--- src/logic/dmatc_consts.svh ---
// Summary of operation
// - count complete clears run bit by itself
// - enable write taken only while run is zero
// - each transfer stalls the cpu two clocks
// - hold bit keeps triggers pending until cleared
// - one remembered trigger per channel at most
// - hold takes effect two clocks after write
// - run cleared by software stops within two clocks
// - other channel waits for ongoing transfer
// - channel 0 wins same cycle requests
// - dma transfer goes before interrupt servicing
// - trigger to start between 3 and 10 clocks
// - deferring instruction lengthens the maximum delay
// - halt keeps running, stop mode freezes channels, sequencer, counts and run bits and drops the interrupt hold
// - requests deferred after calls, break, flag writes
// - 4-bit select picks trigger, 1100b is conversion end
// - abort gives no done interrupt, keeps count
// - count reaching zero raises done and ends
// - waits for triggers only while run, set by 81h
`ifndef DMATC_CONSTS_SVH
`define DMATC_CONSTS_SVH
// register byte offsets
`define DMATC_OFS_CTL0      12'h000
`define DMATC_OFS_MODE0     12'h004
`define DMATC_OFS_CNT0      12'h008
`define DMATC_OFS_CTL1      12'h010
`define DMATC_OFS_MODE1     12'h014
`define DMATC_OFS_CNT1      12'h018
// field positions
`define DMATC_CTL_RUN       0
`define DMATC_CTL_EN        7
`define DMATC_MODE_SWT      7
`define DMATC_MODE_HOLD     4
`define DMATC_SEL_HI        3
`define DMATC_SEL_LO        0
`define DMATC_CNT_W         10
// select codes
`define DMATC_SRC_OFF       4'h0
`define DMATC_SRC_ADC       4'hC
// reset values
`define DMATC_RST_WORD      32'h0000_0000
`define DMATC_RST_CNT       10'h000
// timing, in cpu clocks
`define DMATC_XFER_CLKS     2
`define DMATC_HOLD_CLKS     2
`define DMATC_RESP_MIN      3
`define DMATC_RESP_MAX      10
`define DMATC_AGE_GO        (`DMATC_RESP_MIN - 2)
`endif

--- src/logic/dmatc_pkg.sv ---
`include "dmatc_consts.svh"
package dmatc_pkg;
    // transfer sequencer states
    typedef enum logic [1:0] {
        xf_idle = 2'b00,
        xf_move = 2'b01,
        xf_last = 2'b10
    } dmatc_xstate_t;
    // remaining transfer count
    typedef logic [`DMATC_CNT_W-1:0] dmatc_cnt_t;
endpackage : dmatc_pkg

--- src/logic/dmatc_xfer_if.sv ---
`timescale 1ns/10ps
// grant and transfer handshake between arbiter and sequencer
interface dmatc_xfer_if;
    logic act;    // high unless in stop standby
    logic go;     // one-cycle grant
    logic go_ch;  // granted channel
    logic busy;   // transfer underway, cpu stalled
    logic fin;    // last cycle of a transfer
    logic ch;     // channel being moved
    modport ctl (output act, output go, output go_ch,
                 input busy, input fin, input ch);
    modport seq (input act, input go, input go_ch,
                 output busy, output fin, output ch);
endinterface : dmatc_xfer_if

--- src/logic/dmatc_chan.sv ---
`timescale 1ns/10ps
`include "dmatc_consts.svh"
// per-channel trigger latch, hold delay and response ageing
module dmatc_chan import dmatc_pkg::*; (
    input  wire logic clock,
    input  wire logic rst,
    input  wire logic act,
    input  wire logic run,
    input  wire logic hold_bit,
    input  wire logic trig,
    input  wire logic served,
    output logic      req,
    output logic      pend,
    output logic      hold_eff
);
    logic [1:0] hold_d_reg;  // hold bit delay line
    logic       pend_reg;    // single remembered trigger
    logic [1:0] age_reg;     // clocks since trigger

    // hold lags the write so a trigger in flight still goes
    always_ff @(posedge clock) begin
        if (rst) begin
            hold_d_reg <= 2'h0;
        end else if (act) begin
            hold_d_reg <= {hold_d_reg[0], hold_bit};
        end
    end
    assign hold_eff = hold_d_reg[`DMATC_HOLD_CLKS-1];

    // set wins over the clear; repeats fold into one flag
    always_ff @(posedge clock) begin
        if (rst) begin
            pend_reg <= 1'b0;
        end else if (act) begin
            if (trig && run) begin
                pend_reg <= 1'b1;
            end else if (served || !run) begin
                pend_reg <= 1'b0;
            end
        end
    end

    // age gives the minimum response delay
    always_ff @(posedge clock) begin
        if (rst) begin
            age_reg <= 2'h0;
        end else if (act) begin
            if (trig && run && (!pend_reg || served)) begin
                age_reg <= 2'h0;
            end else if (pend_reg && age_reg != 2'h3) begin
                age_reg <= age_reg + 2'h1;
            end
        end
    end

    assign pend = pend_reg;
    // released pending trigger simply reappears as a request
    assign req  = pend_reg && run && !hold_eff
                  && (age_reg >= 2'(`DMATC_AGE_GO));
endmodule : dmatc_chan

--- src/logic/dmatc_xfer.sv ---
`timescale 1ns/10ps
`include "dmatc_consts.svh"
// two-clock transfer sequencer that stalls the cpu
module dmatc_xfer import dmatc_pkg::*; (
    input wire logic clock,
    input wire logic rst,
    dmatc_xfer_if.seq x
);
    dmatc_xstate_t state_reg;  // sequencer state
    logic          ch_reg;     // channel being moved
    logic          stall_reg;  // cpu stall, both clocks

    // idle -> move -> last; frozen in stop standby
    always_ff @(posedge clock) begin
        if (rst) begin
            state_reg <= xf_idle;
            ch_reg    <= 1'b0;
            stall_reg <= 1'b0;
        end else if (x.act) begin
            case (state_reg)
                xf_idle: begin
                    if (x.go) begin
                        state_reg <= xf_move;
                        ch_reg    <= x.go_ch;
                        stall_reg <= 1'b1;
                    end
                end
                xf_move: begin
                    state_reg <= xf_last;
                end
                default: begin
                    state_reg <= xf_idle;
                    stall_reg <= 1'b0;
                end
            endcase
        end
    end
    assign x.busy = stall_reg;
    assign x.fin  = (state_reg == xf_last);
    assign x.ch   = ch_reg;
endmodule : dmatc_xfer

--- src/logic/dmatc_top.sv ---
`timescale 1ns/10ps
`include "dmatc_consts.svh"
// two-channel dma trigger, hold, arbitration and stop control
module dmatc_top import dmatc_pkg::*; (
    input  wire logic        clock,
    input  wire logic        rst,
    input  wire logic [11:0] paddr,
    input  wire logic        psel,
    input  wire logic        penable,
    input  wire logic        pwrite,
    input  wire logic [31:0] pwdata,
    output logic      [31:0] prdata,
    output logic             pready,
    output logic             pslverr,
    input  wire logic [15:0] periph_irq,
    input  wire logic        cpu_irq_req,
    input  wire logic        defer_instr,
    input  wire logic        stop_mode,
    output logic             cpu_stall,
    output logic      [1:0]  dma_go,
    output logic      [1:0]  transfer_done_irq,
    output logic             irq_hold
);
    dmatc_xfer_if x ();

    // software visible state
    logic [1:0] channel_enable_bit;    // enable per channel
    logic [1:0] channel_run_bit;       // run per channel
    logic [1:0] channel_hold_bit;      // hold per channel
    logic [1:0] stop_req_reg;          // abort waiting for transfer
    logic [3:0] trigger_source_select [2];
    dmatc_cnt_t remaining_count_reg [2];
    logic [1:0] software_trigger_bit;  // one-cycle trigger pulse

    // bus answer, go pulse, done and interrupt hold flops
    logic [31:0] prdata_reg;
    logic        pready_reg;
    logic        pslverr_reg;
    logic [1:0]  dma_go_reg;
    logic [1:0]  done_reg;
    logic        irq_hold_reg;

    // decode and arbitration terms
    logic        act;          // clock gate for stop standby
    logic        wr;           // write takes effect this edge
    logic [1:0]  wr_ctl;       // run_enable_control_reg write
    logic [1:0]  wr_mode;      // channel_mode_reg write
    logic [1:0]  wr_cnt;       // remaining_count_reg write
    logic [31:0] rd_word;      // read mux
    logic        rd_miss;      // unmapped address
    logic [1:0]  trig;         // raw trigger per channel
    logic [1:0]  req;          // aged, unheld requests
    logic [1:0]  pend;         // remembered triggers
    logic [1:0]  hold_eff;     // delayed hold
    logic [1:0]  elig;         // requests allowed into arbitration
    logic        can_go;       // arbiter free this cycle
    logic [1:0]  grant;        // one-hot grant
    dmatc_cnt_t  cnt_dec;      // count after the finishing transfer

    // halt standby needs nothing: only stop freezes the channels, sequencer, counts and run bits
    assign act = !stop_mode;

    // access completes in the first access cycle
    assign wr = psel && penable && pwrite && pready_reg;

    // write strobes by address
    always_comb begin
        wr_ctl  = 2'b00;
        wr_mode = 2'b00;
        wr_cnt  = 2'b00;
        if (!wr) begin
            wr_ctl = 2'b00;
        end else if (paddr == `DMATC_OFS_CTL0) begin
            wr_ctl[0] = 1'b1;
        end else if (paddr == `DMATC_OFS_CTL1) begin
            wr_ctl[1] = 1'b1;
        end else if (paddr == `DMATC_OFS_MODE0) begin
            wr_mode[0] = 1'b1;
        end else if (paddr == `DMATC_OFS_MODE1) begin
            wr_mode[1] = 1'b1;
        end else if (paddr == `DMATC_OFS_CNT0) begin
            wr_cnt[0] = 1'b1;
        end else if (paddr == `DMATC_OFS_CNT1) begin
            wr_cnt[1] = 1'b1;
        end
    end

    // read mux; the trigger bit always reads back zero
    always_comb begin
        rd_word = `DMATC_RST_WORD;
        rd_miss = 1'b0;
        if (paddr == `DMATC_OFS_CTL0) begin
            rd_word[`DMATC_CTL_EN]  = channel_enable_bit[0];
            rd_word[`DMATC_CTL_RUN] = channel_run_bit[0];
        end else if (paddr == `DMATC_OFS_CTL1) begin
            rd_word[`DMATC_CTL_EN]  = channel_enable_bit[1];
            rd_word[`DMATC_CTL_RUN] = channel_run_bit[1];
        end else if (paddr == `DMATC_OFS_MODE0) begin
            rd_word[`DMATC_MODE_HOLD] = channel_hold_bit[0];
            rd_word[`DMATC_SEL_HI:`DMATC_SEL_LO] =
                trigger_source_select[0];
        end else if (paddr == `DMATC_OFS_MODE1) begin
            rd_word[`DMATC_MODE_HOLD] = channel_hold_bit[1];
            rd_word[`DMATC_SEL_HI:`DMATC_SEL_LO] =
                trigger_source_select[1];
        end else if (paddr == `DMATC_OFS_CNT0) begin
            rd_word[`DMATC_CNT_W-1:0] = remaining_count_reg[0];
        end else if (paddr == `DMATC_OFS_CNT1) begin
            rd_word[`DMATC_CNT_W-1:0] = remaining_count_reg[1];
        end else begin
            rd_miss = 1'b1;
        end
    end

    // apb answer: data captured in setup, ready for one cycle
    always_ff @(posedge clock) begin
        if (rst) begin
            prdata_reg  <= `DMATC_RST_WORD;
            pready_reg  <= 1'b0;
            pslverr_reg <= 1'b0;
        end else begin
            pready_reg <= psel && !penable;
            if (psel && !penable) begin
                prdata_reg  <= pwrite ? `DMATC_RST_WORD : rd_word;
                pslverr_reg <= rd_miss;
            end
        end
    end

    // mode registers; the trigger bit only pulses
    always_ff @(posedge clock) begin
        if (rst) begin
            channel_hold_bit         <= 2'b00;
            software_trigger_bit     <= 2'b00;
            trigger_source_select[0] <= `DMATC_SRC_OFF;
            trigger_source_select[1] <= `DMATC_SRC_OFF;
        end else begin
            for (int n = 0; n < 2; n++) begin
                software_trigger_bit[n] <= wr_mode[n]
                    && pwdata[`DMATC_MODE_SWT];
                if (wr_mode[n]) begin
                    channel_hold_bit[n] <= pwdata[`DMATC_MODE_HOLD];
                    trigger_source_select[n] <=
                        pwdata[`DMATC_SEL_HI:`DMATC_SEL_LO];
                end
            end
        end
    end

    // select code 0 turns interrupt triggering off
    always_comb begin
        for (int n = 0; n < 2; n++) begin
            trig[n] = software_trigger_bit[n]
                || (trigger_source_select[n] != `DMATC_SRC_OFF
                    && periph_irq[trigger_source_select[n]]);
        end
    end

    // per-channel trigger latch and hold
    for (genvar g = 0; g < 2; g++) begin : g_chan
        dmatc_chan u_chan (
            .clock    (clock),
            .rst      (rst),
            .act      (act),
            .run      (channel_run_bit[g]),
            .hold_bit (channel_hold_bit[g]),
            .trig     (trig[g]),
            .served   (grant[g]),
            .req      (req[g]),
            .pend     (pend[g]),
            .hold_eff (hold_eff[g])
        );
    end

    // no grant while busy, after a deferring instruction or stopped
    always_comb begin
        // a run-clearing write landing now must not meet a fresh grant
        elig   = req & channel_enable_bit & ~stop_req_reg
                 & ~(wr_ctl & {2{!pwdata[`DMATC_CTL_RUN]}});
        can_go = act && !x.busy && !defer_instr;
        grant[0] = can_go && elig[0];
        grant[1] = can_go && elig[1] && !elig[0];
    end
    assign x.act   = act;
    assign x.go    = |grant;
    assign x.go_ch = grant[1];

    dmatc_xfer u_xfer (
        .clock (clock),
        .rst   (rst),
        .x     (x)
    );

    assign cnt_dec = remaining_count_reg[x.ch] - 10'h001;

    // counts are only writable while the channel is stopped
    always_ff @(posedge clock) begin
        if (rst) begin
            remaining_count_reg[0] <= `DMATC_RST_CNT;
            remaining_count_reg[1] <= `DMATC_RST_CNT;
        end else if (act) begin
            for (int n = 0; n < 2; n++) begin
                if (x.fin && x.ch == n[0]) begin
                    remaining_count_reg[n] <= cnt_dec;
                end else if (wr_cnt[n] && !channel_run_bit[n]) begin
                    remaining_count_reg[n] <=
                        pwdata[`DMATC_CNT_W-1:0];
                end
            end
        end
    end

    // run, enable and abort handshake per channel
    always_ff @(posedge clock) begin
        if (rst) begin
            channel_enable_bit <= 2'b00;
            channel_run_bit    <= 2'b00;
            stop_req_reg       <= 2'b00;
            done_reg           <= 2'b00;
        end else begin
            done_reg <= 2'b00;
            for (int n = 0; n < 2; n++) begin
                if (!act) begin
                    // frozen; software writes are dropped, a pending abort is kept
                    stop_req_reg[n] <= stop_req_reg[n];
                end else if (x.fin && x.ch == n[0]
                             && cnt_dec == `DMATC_RST_CNT) begin
                    channel_run_bit[n] <= 1'b0;
                    stop_req_reg[n]    <= 1'b0;
                    done_reg[n]        <= 1'b1;
                end else if (x.fin && x.ch == n[0]
                             && stop_req_reg[n]) begin
                    // abort lands once the moving transfer ends
                    channel_run_bit[n] <= 1'b0;
                    stop_req_reg[n]    <= 1'b0;
                end else if (wr_ctl[n]) begin
                    if (!channel_run_bit[n]) begin
                        channel_enable_bit[n] <=
                            pwdata[`DMATC_CTL_EN];
                        channel_run_bit[n] <= pwdata[`DMATC_CTL_RUN]
                            && pwdata[`DMATC_CTL_EN];
                    end else if (!pwdata[`DMATC_CTL_RUN]) begin
                        // in the last stall cycle the transfer ends now
                        if (x.busy && x.ch == n[0] && !x.fin) begin
                            stop_req_reg[n] <= 1'b1;
                        end else begin
                            channel_run_bit[n] <= 1'b0;
                        end
                    end
                end
            end
        end
    end

    // go pulses and interrupt hold for the cpu
    always_ff @(posedge clock) begin
        if (rst) begin
            dma_go_reg   <= 2'b00;
            irq_hold_reg <= 1'b0;
        end else begin
            dma_go_reg   <= grant;
            // keeps interrupt acknowledge behind dma work
            irq_hold_reg <= act && ((|elig) || x.go
                                    || (x.busy && !x.fin));
        end
    end

    assign prdata            = prdata_reg;
    assign pready            = pready_reg;
    assign pslverr           = pslverr_reg;
    assign cpu_stall         = x.busy;
    assign dma_go            = dma_go_reg;
    assign transfer_done_irq = done_reg;
    assign irq_hold          = irq_hold_reg;

    // helper: clocks a channel 0 request has been waiting
    logic [4:0] wait0_cnt;
    always_ff @(posedge clock) begin
        if (rst || !pend[0] || hold_eff[0] || !act || defer_instr
            || grant[0] || !channel_run_bit[0]) begin
            wait0_cnt <= 5'h00;
        end else if (wait0_cnt != 5'h1F) begin
            wait0_cnt <= wait0_cnt + 5'h01;
        end
    end
endmodule : dmatc_top

--- config.mk ---
export PLATFORM = sky130hd
export DESIGN_NAME = dmatc_top
export DESIGN_NICKNAME = d
export VERILOG_FILES = /design/src/logic/dmatc_pkg.sv /design/src/logic/dmatc_xfer_if.sv /design/src/logic/dmatc_chan.sv /design/src/logic/dmatc_xfer.sv /design/src/logic/dmatc_top.sv
export VERILOG_INCLUDE_DIRS = /design/src /design/src/logic
export SDC_FILE = /design/constraint.sdc
export NUM_CORES = 1
export LEC_CHECK = 0
export ABC_AREA = 1
export BUFFER_PORTS_ARGS = -buffer_cell sky130_fd_sc_hd__buf_2
export CAP_MARGIN = 20
export CORE_MARGIN = 10
export CORE_UTILIZATION = 59
export CTS_CLUSTER_DIAMETER = 120
export DETAILED_ROUTE_END_ITERATION = 8
export PLACE_DENSITY = 0.87
export SLEW_MARGIN = 20
export SYNTH_ARGS = -nofsm -noshare
export SYNTH_HDL_FRONTEND = slang
export SYNTH_SLANG_ARGS = --single-unit
--- constraint.sdc ---
create_clock -name clock -period 4.94 [get_ports clock]
set_input_delay 0.247 -clock clock [delete_from_list [all_inputs] [get_ports clock]]
set_output_delay 0.247 -clock clock [all_outputs]
set_load 0.005 [all_outputs]
# [Word-level counts from Yosys, hierarchy flattened]
# Memories as Yosys holds them, arrays and structs flattened. A register that Yosys moved wholly into a read port is not among the register bits.
# Cells that the tools add are included.
# Widths: inputs -> output; s select.
[classes] add_sub_neg=3 order_cmp=4 eq_ne=12 bitwise_logic=21 n_mux=115 n_reduce_logical=92
[op_table] op="$mux 1" n=80
[op_table] op="$mux 10" n=7
[op_table] op="$logic_and 1x1->1" n=40
[op_table] op="$eq 12x5->1 const B" n=3
[op_table] op="$mux 2" n=16
[op_table] op="$mux 5" n=4
[op_table] op="$reduce_and 5->1" n=4
[op_table] op="$reduce_bool 3->1" n=6
[op_table] op="$reduce_and 2->1" n=7
[op_table] op="$logic_not 1->1" n=13
[op_table] op="$eq 12x3->1 const B" n=1
[op_table] op="$eq 12x4->1 const B" n=1
[op_table] op="$logic_not 12->1" n=1
[op_table] op="$mux 6" n=2
[op_table] op="$logic_not 10->1" n=1
[op_table] op="$lt 4x5->1 const B" n=2
[op_table] op="$sub 10x1->10 const B" n=1
[op_table] op="$not 1->1" n=9
[op_table] op="$and 2x2->2" n=4
[op_table] op="$bmux 1 s4" n=2
[op_table] op="$logic_or 1x1->1" n=8
[op_table] op="$mux 4" n=2
[op_table] op="$reduce_bool 2->1" n=4
[op_table] op="$reduce_bool 4->1" n=2
[op_table] op="13 further kinds" n=27
[word_totals] mem_count=2 elab_cells=273 mem_bits_rw=28 register_bits=63 in_bits=68
[mem_list] name="remaining_count_reg" depth=2 word_bits=10 rd=3 rd_clocked_by_memory_dff=1 wr=2 line_no="dmatc_top.sv:32" rtl="dmatc_cnt_t remaining_count_reg [2];"
[mem_list] name="trigger_source_select" depth=2 word_bits=4 rd=2 rd_clocked_by_memory_dff=0 wr=2 line_no="dmatc_top.sv:31" rtl="logic [3:0] trigger_source_select [2];"

# [Logic depth before layout (Yosys ltp)]
# Gate-level depths: netlist (run 1).
[logic_depth] depth_word=15 depth_mapped=18 mapped_depth_nobuf=17

# [By module]
# From an unflattened synthesis (run 1), not the netlist that was laid out.
[hier_totals] hier_cells=652 hier_area_um2=4448.0
[modules_own_cells] mod="dmatc_top" n_inst=1 cells_each=540 area_per_inst_um2=3702.3 seq_area_each_um2=1381.3
[modules_own_cells] mod="dmatc_chan" n_inst=2 cells_each=44 area_per_inst_um2=282.8 seq_area_each_um2=100.1
[modules_own_cells] mod="dmatc_xfer" n_inst=1 cells_each=24 area_per_inst_um2=180.2 seq_area_each_um2=80.1

# [Worst setup path before layout (run 1)]
# Ideal clock, no wire load.
[synth_timing] path_kind="input port to flip-flop" startpoint="input paddr[11]" endpoint="memory remaining_count_reg[1][0] (netlist bit), enable pin" slack_ns=3.058 cell_stages=9 required_time_ns=4.591 arrival_ns=1.533 cell_sequence="nor2_1 nand3_2 nor2_4 nand2_2 nand2_2 inv_2 nand4_1 buf_2 nand3_1"
[synth_rtl] element="start, declared" line_no="dmatc_top.sv:7" rtl="input wire logic [11:0] paddr,"
[synth_rtl] element="end, declared" line_no="dmatc_top.sv:32"

==> run metrics, run 1 <==
max reg flops=20; Slew headroom=48.45%; Synth top area share=18.77%; final antenna-violating net count=0; maxcap violations=0; CTS HTree Levels=3; R2R Setup Slk=2080 ps; synthesized cell area=0.004481 mm²; Iter 0 DRT Violations=378; setup repair bufs after CTS=0; PostCTS Resize Cnt=0; First-pass DRT Iterations=5; worst-skew pair later-pin latency=360 ps; Startpoint Class=flop; worst hold margin=198.8 ps; PwrDens=250.2 mW/mm²; RSZ-0062 raised after global routing=no; Tcrit/Tclk final=57.95%; crit end category=flop; Final Hold Fails=0; Mapped Cells=651; maximum clock frequency=349.3 MHz; Total Neg Setup Slack=0 ps; Die Height=107.1 µm; CTS Buf Count=9; # rows=31; required time of the critical path=5010 ps; sequential share of the synthesized area=37.53%; # diodes=0; Avg Cell Area, Syn=6.883 µm²; Hold Path Class=input pin to flop; Final Slew Violations=0; core area=0.007331 mm²; CTS sink count=70; kind of cell adding the most delay to the critical path=simple AND/OR/NAND/NOR gates; largest net degree at the start of global routing=26; first-pass GRT wire length=20.06 mm; initial core utilization=61.12%; crit-path max FO=20; via count=4,486; vias in the first global route=4,237; status=complete, no violations; hold depth=3; CTS tree=built; DRC=0; Min-Delay Endpoint=channel_enable_bit[0]; grt ovf=0; die area=0.01148 mm²; top_reg_cell synth=dfxtp_1; clk_skew=15.59 ps; initial antenna violation count=0; Root Buffer=clkbuf_8; DR vias/cell=5.531; CP bufs+invs=2; Post-synth top cells=175 x nand2_1, 108 x inv_1, 54 x nor2_1; hold_buf cts=0; GPL Wtd Cong=0.9449; Yosys cell types=38; gr usage total=21.29%; Worst R2R End=remaining_count_reg[1][1]; Pleak=2.461 nW; Crit path arrival time=2940 ps; Max VDD drop=0.0002092 V; WL/cell=15.09 µm; Slew @ Worst Pin=771.0 ps; Clock Path Buffers=2; asr flop ratio synth=0%; hold_sp=pwdata[7]; FF+latch count, synth=70; Synth area leader=dfxtp_1; I/O Buffers=61; FF-to-FF Start=u_xfer.state_reg[1]; Synth area leaders=dfxtp_1 19%, edfxtp_1 19%, nand2_1 15%, inv_1 9.0%, nand3_1 5.8%; Final Core Density=67.71%; Worst-path clk slew=80 ps; crit-path cells=inv_1 > nor2_1 > inv_1 > nor2_1 > nor3_1 > nand3_1 > nand3_2 > nand2_2 > o22ai_1; top-count cell post-synth=nand2_1; hpwl dp=9.441 mm; Layout Nets=781; share of cells above drive strength 1=16.29%; Post-Route WL=12.24 mm; Die X=107.1 µm; FF-to-FF path depth=9; Ys Warns=0; fin crit period=2863 ps; Worst path max stage delay=580 ps; Layout area overhead=10.78%; Worst path slowest cell=nand3_1; number of flops mapped to enable cells by yosys=28; Crit Path Class=flop to flop; Ports=108; setup violators final=0
[report_power, final]
group | internal (mW) | switching (mW) | total, mW
clock | 0.276 | 0.232 | 0.509
sequential | 0.607 | 0.00545 | 0.613
combinational | 0.0372 | 0.0834 | 0.121
[layout by cell type, fill, tap and decap left out, types with 2 or more instances in the layout]
master and n:
nor2_4 6, conb_1 22, ha_1 6, nand4_1 9, o221ai_1 5, o22ai_1 24
a21oi_1 25, nand2_1 175, edfxtp_1 28, inv_2 4, nor3_2 3, nand3_2 3
clkbuf_8 9, nand4_2 2, inv_1 108, buf_2 61, nor2_1 54, clkbuf_16 3
nand2_4 2, nand3_1 52, o21ai_0 22, nor3_1 9, nor4_1 3, nor2_2 3
o21ai_1 4, inv_4 2, dfxtp_1 42, nand2_2 14
[area by class of cell]
class	count	area (µm²)
Timing Repair Buffer	61	305.3
Sequential cell	70	1682
Clock inverter	4	28.78
Tap cell	99	123.9
Fill cell	632	2367
Inverter	113	426.7
Clock buffer	12	198.9
Multi-Input combinational cell	452	2198
[how the worst max path moves through the flow]
stage / endpoint / cells past startpoint / from / slack [ps]
3_5_place_dp: remaining_count_reg[1][5] / 11 / paddr[7] / 2050
3_3_place_gp: remaining_count_reg[1][9] / 11 / paddr[11] / 2120
2_1_floorplan: remaining_count_reg[1][0] / 9 / paddr[11] / 3060
6_report: remaining_count_reg[1][1] / 9 / u_xfer.state_reg[1] / 2080
4_1_cts: remaining_count_reg[1][1] / 9 / u_xfer.state_reg[1] / 2170
5_1_grt: remaining_count_reg[1][1] / 9 / u_xfer.state_reg[1] / 1940
[cells by family after synthesis]
logic type	count (synthesis)	synth area share, %
mux	1	0.2234
flops	70	37.53
compound gates	86	11.06
other cells	1	0.08370
buf+inv	150	15.16
simple gates	337	34.26
fa+ha+maj	6	1.675
[through the flow]
stage          cells  setup WS, ps  cell area (µm²)  total power, mW
3_3_place_gp     795          2124             4736           0.7392
4_1_cts          811          2175             4964            1.245
3_5_place_dp     795          2050             4736           0.7431
6_report         811          2077             4964            1.242
5_1_grt          811          1943             4964            1.288
2_1_floorplan    672          3058             4559           0.7129
[worst reg2reg max path, stage by stage, from the launching register on]
cell and delay, ps:
dfxtp_1 370, inv_1 60, nor2_1 130, inv_1 70
nor2_1 310, nor3_1 140, nand3_1 580, nand3_2 470
nand2_2 340, o22ai_1 120
[layer usage]
metal / vias up / part of all wire, % / GRT usage [%] / wire length [µm]
met5: - / 0 / 0 / 0
met4: 0 / 1.7 / 7.157 / 210
met3: 20 / 10 / 5.150 / 1275
met2: 242 / 48 / 35.86 / 5818
met1: 2061 / 40 / 25.96 / 4935
li1: 2163 / - / - / -
(Power assumes the default switching activity.)
==> run 2: changes to the inputs <==
Settings changed: CORE_UTILIZATION 59 to 54, PLACE_DENSITY 0.87 to 0.8.
Clock period 4.94 ns to 2.9 ns, I/O delays scaled along.
==> run metrics, run 2 (same netlist as run 1, synthesis figures left out) <==
Slew headroom=52.14%; Root Buffer=clkbuf_8; Crit Path Class=flop to flop; share of cells above drive strength 1=16.46%; Worst-path clk slew=80 ps; Worst path slowest cell=nand3_1; Min-Delay Endpoint=channel_enable_bit[0]; Hold Path Class=input pin to flop; fin worst setup slack=604.2 ps; clk_skew=9.652 ps; crit end category=flop; PwrDens=404.6 mW/mm²; required time of the critical path=3090 ps; setup repair bufs after CTS=0; first-pass GRT wire length=20.80 mm; Placed Area=0.004781 mm²; vias in the first global route=4,322; maxcap violations=0; multi-input logic area=0.002198 mm²; Layout area overhead=10.89%; Worst path max stage delay=400 ps; hold_buf cts=0; Tcrit/Tclk final=79.17%; most frequent cells in the layout=175 x nand2_1, 108 x inv_1, 61 x buf_2, 54 x nor2_1, 52 x nand3_1; CTS Buf Count=9; Startpoint Class=flop; crit-path cells=nor2_1 > inv_1 > nor3_1 > nand3_1 > nand3_2 > nand2_2 > o22ai_1; Pwr Total=2.010 mW; hold depth=3; FF-to-FF Start=channel_run_bit[0]; design area=0.004969 mm²; Max VDD drop=0.0002299 V; fin crit period=2296 ps; grt ovf=0; Die X=111.1 µm; Die Height=111.1 µm; die area=0.01234 mm²; fillers=782; status=complete, no violations; RSZ-0062 raised after global routing=no; PostCTS Resize Cnt=0; Clock Path Buffers=2; First-pass DRT Iterations=5; core area=0.008134 mm²; # rows=33; placed insts=806; WL/cell=15.19 µm; Crit path arrival time=2490 ps; Layout Nets=786; Iter 0 DRT Violations=431; max reg flops=20; Slew @ Worst Pin=710.4 ps; setup violators final=0; initial core utilization=55.08%; Worst R2R End=remaining_count_reg[1][4]; initial antenna violation count=0; via count=4,433; Pleak=2.462 nW; final antenna-violating net count=0; Sequential Area=0.001682 mm²; I/O Buffers=61; FF-to-FF path depth=7; worst-skew pair later-pin latency=350 ps; CTS HTree Levels=3; R2R Setup Slk=600 ps; Post-Place Setup Slack=462.1 ps; # diodes=0; Ports=108; Final Slew Violations=0; Post-Route WL=12.49 mm; DR vias/cell=5.393; Total Neg Setup Slack=0 ps; DRC=0; CTS tree=built; hpwl dp=9.681 mm; hold_sp=pwdata[7]; GPL Wtd Cong=0.9538; Final Hold Fails=0; maximum clock frequency=435.6 MHz; gr usage total=19.93%; CTS sink count=70; commonest non-fill, non-tap cell in the layout=nand2_1; largest net degree at the start of global routing=19; fin cells=822; crit-path max FO=13
[run 2: changes by cell type in the layout (fill, tap and decap cells not counted), sizes merged]
cell	delta
buf	+5
clkbuf	+2
inv	-2
[run 2: metal layers]
metal | GRT usage [%] | vias to the layer above | routed length [µm]
met4 | 5.398 | 0 | 187
met1 | 24.47 | 2035 | 5339
li1 | - | 2183 | -
met2 | 33.49 | 196 | 5930
met5 | 0 | - | 0
met3 | 5.465 | 19 | 1031
[run 2: critical path, delay by kind of cell (launching register included)]
family	cells	cell delay, ps
AOI/OAI and AO/OA	1	160
buffers and inverters	1	100
and+or+nand+nor	5	1490
DFF	1	380
[run 2: where the power goes]
group          switching [mW]  internal [mW]  total, mW
clock                   0.370          0.388      0.758
sequential            0.00982           1.03       1.04
combinational           0.143         0.0645      0.208
total                   0.523           1.49       2.01
[run 2: worst max-delay path by stage]
| stage | from | endpoint | slack [ps] | cells past startpoint |
|---|---|---|---|---|
| 2_1_floorplan | flop | channel_run_bit[0] | 1030 | 16 |
| 3_3_place_gp | paddr[11] | remaining_count_reg[1][9] | 500 | 11 |
| 3_5_place_dp | paddr[11] | remaining_count_reg[1][6] | 460 | 11 |
| 4_1_cts | channel_run_bit[0] | remaining_count_reg[0][2] | 570 | 5 |
| 5_1_grt | channel_run_bit[0] | remaining_count_reg[1][1] | 350 | 7 |
| 6_report | channel_run_bit[0] | remaining_count_reg[1][4] | 600 | 7 |
[run 2: through the flow]
stage	hold slack [ps]	util, %
after floorplan	279.9	-
after global placement	449.3	58.78
after detailed placement	455.7	58.78
after CTS	107.0	61.08
after global routing	131.7	61.08
final	119.8	61.08
[run 2: final cells by class]
| class | instances | share of cell area (%) |
|---|---|---|
| clock buffer | 14 | 3.500 |
| sequential | 70 | 33.85 |
| multi-input combinational | 452 | 44.25 |
| timing repair buffer | 66 | 6.900 |
| inverter | 113 | 8.587 |
| tap | 105 | 2.644 |
| clock inverter | 2 | 0.2770 |
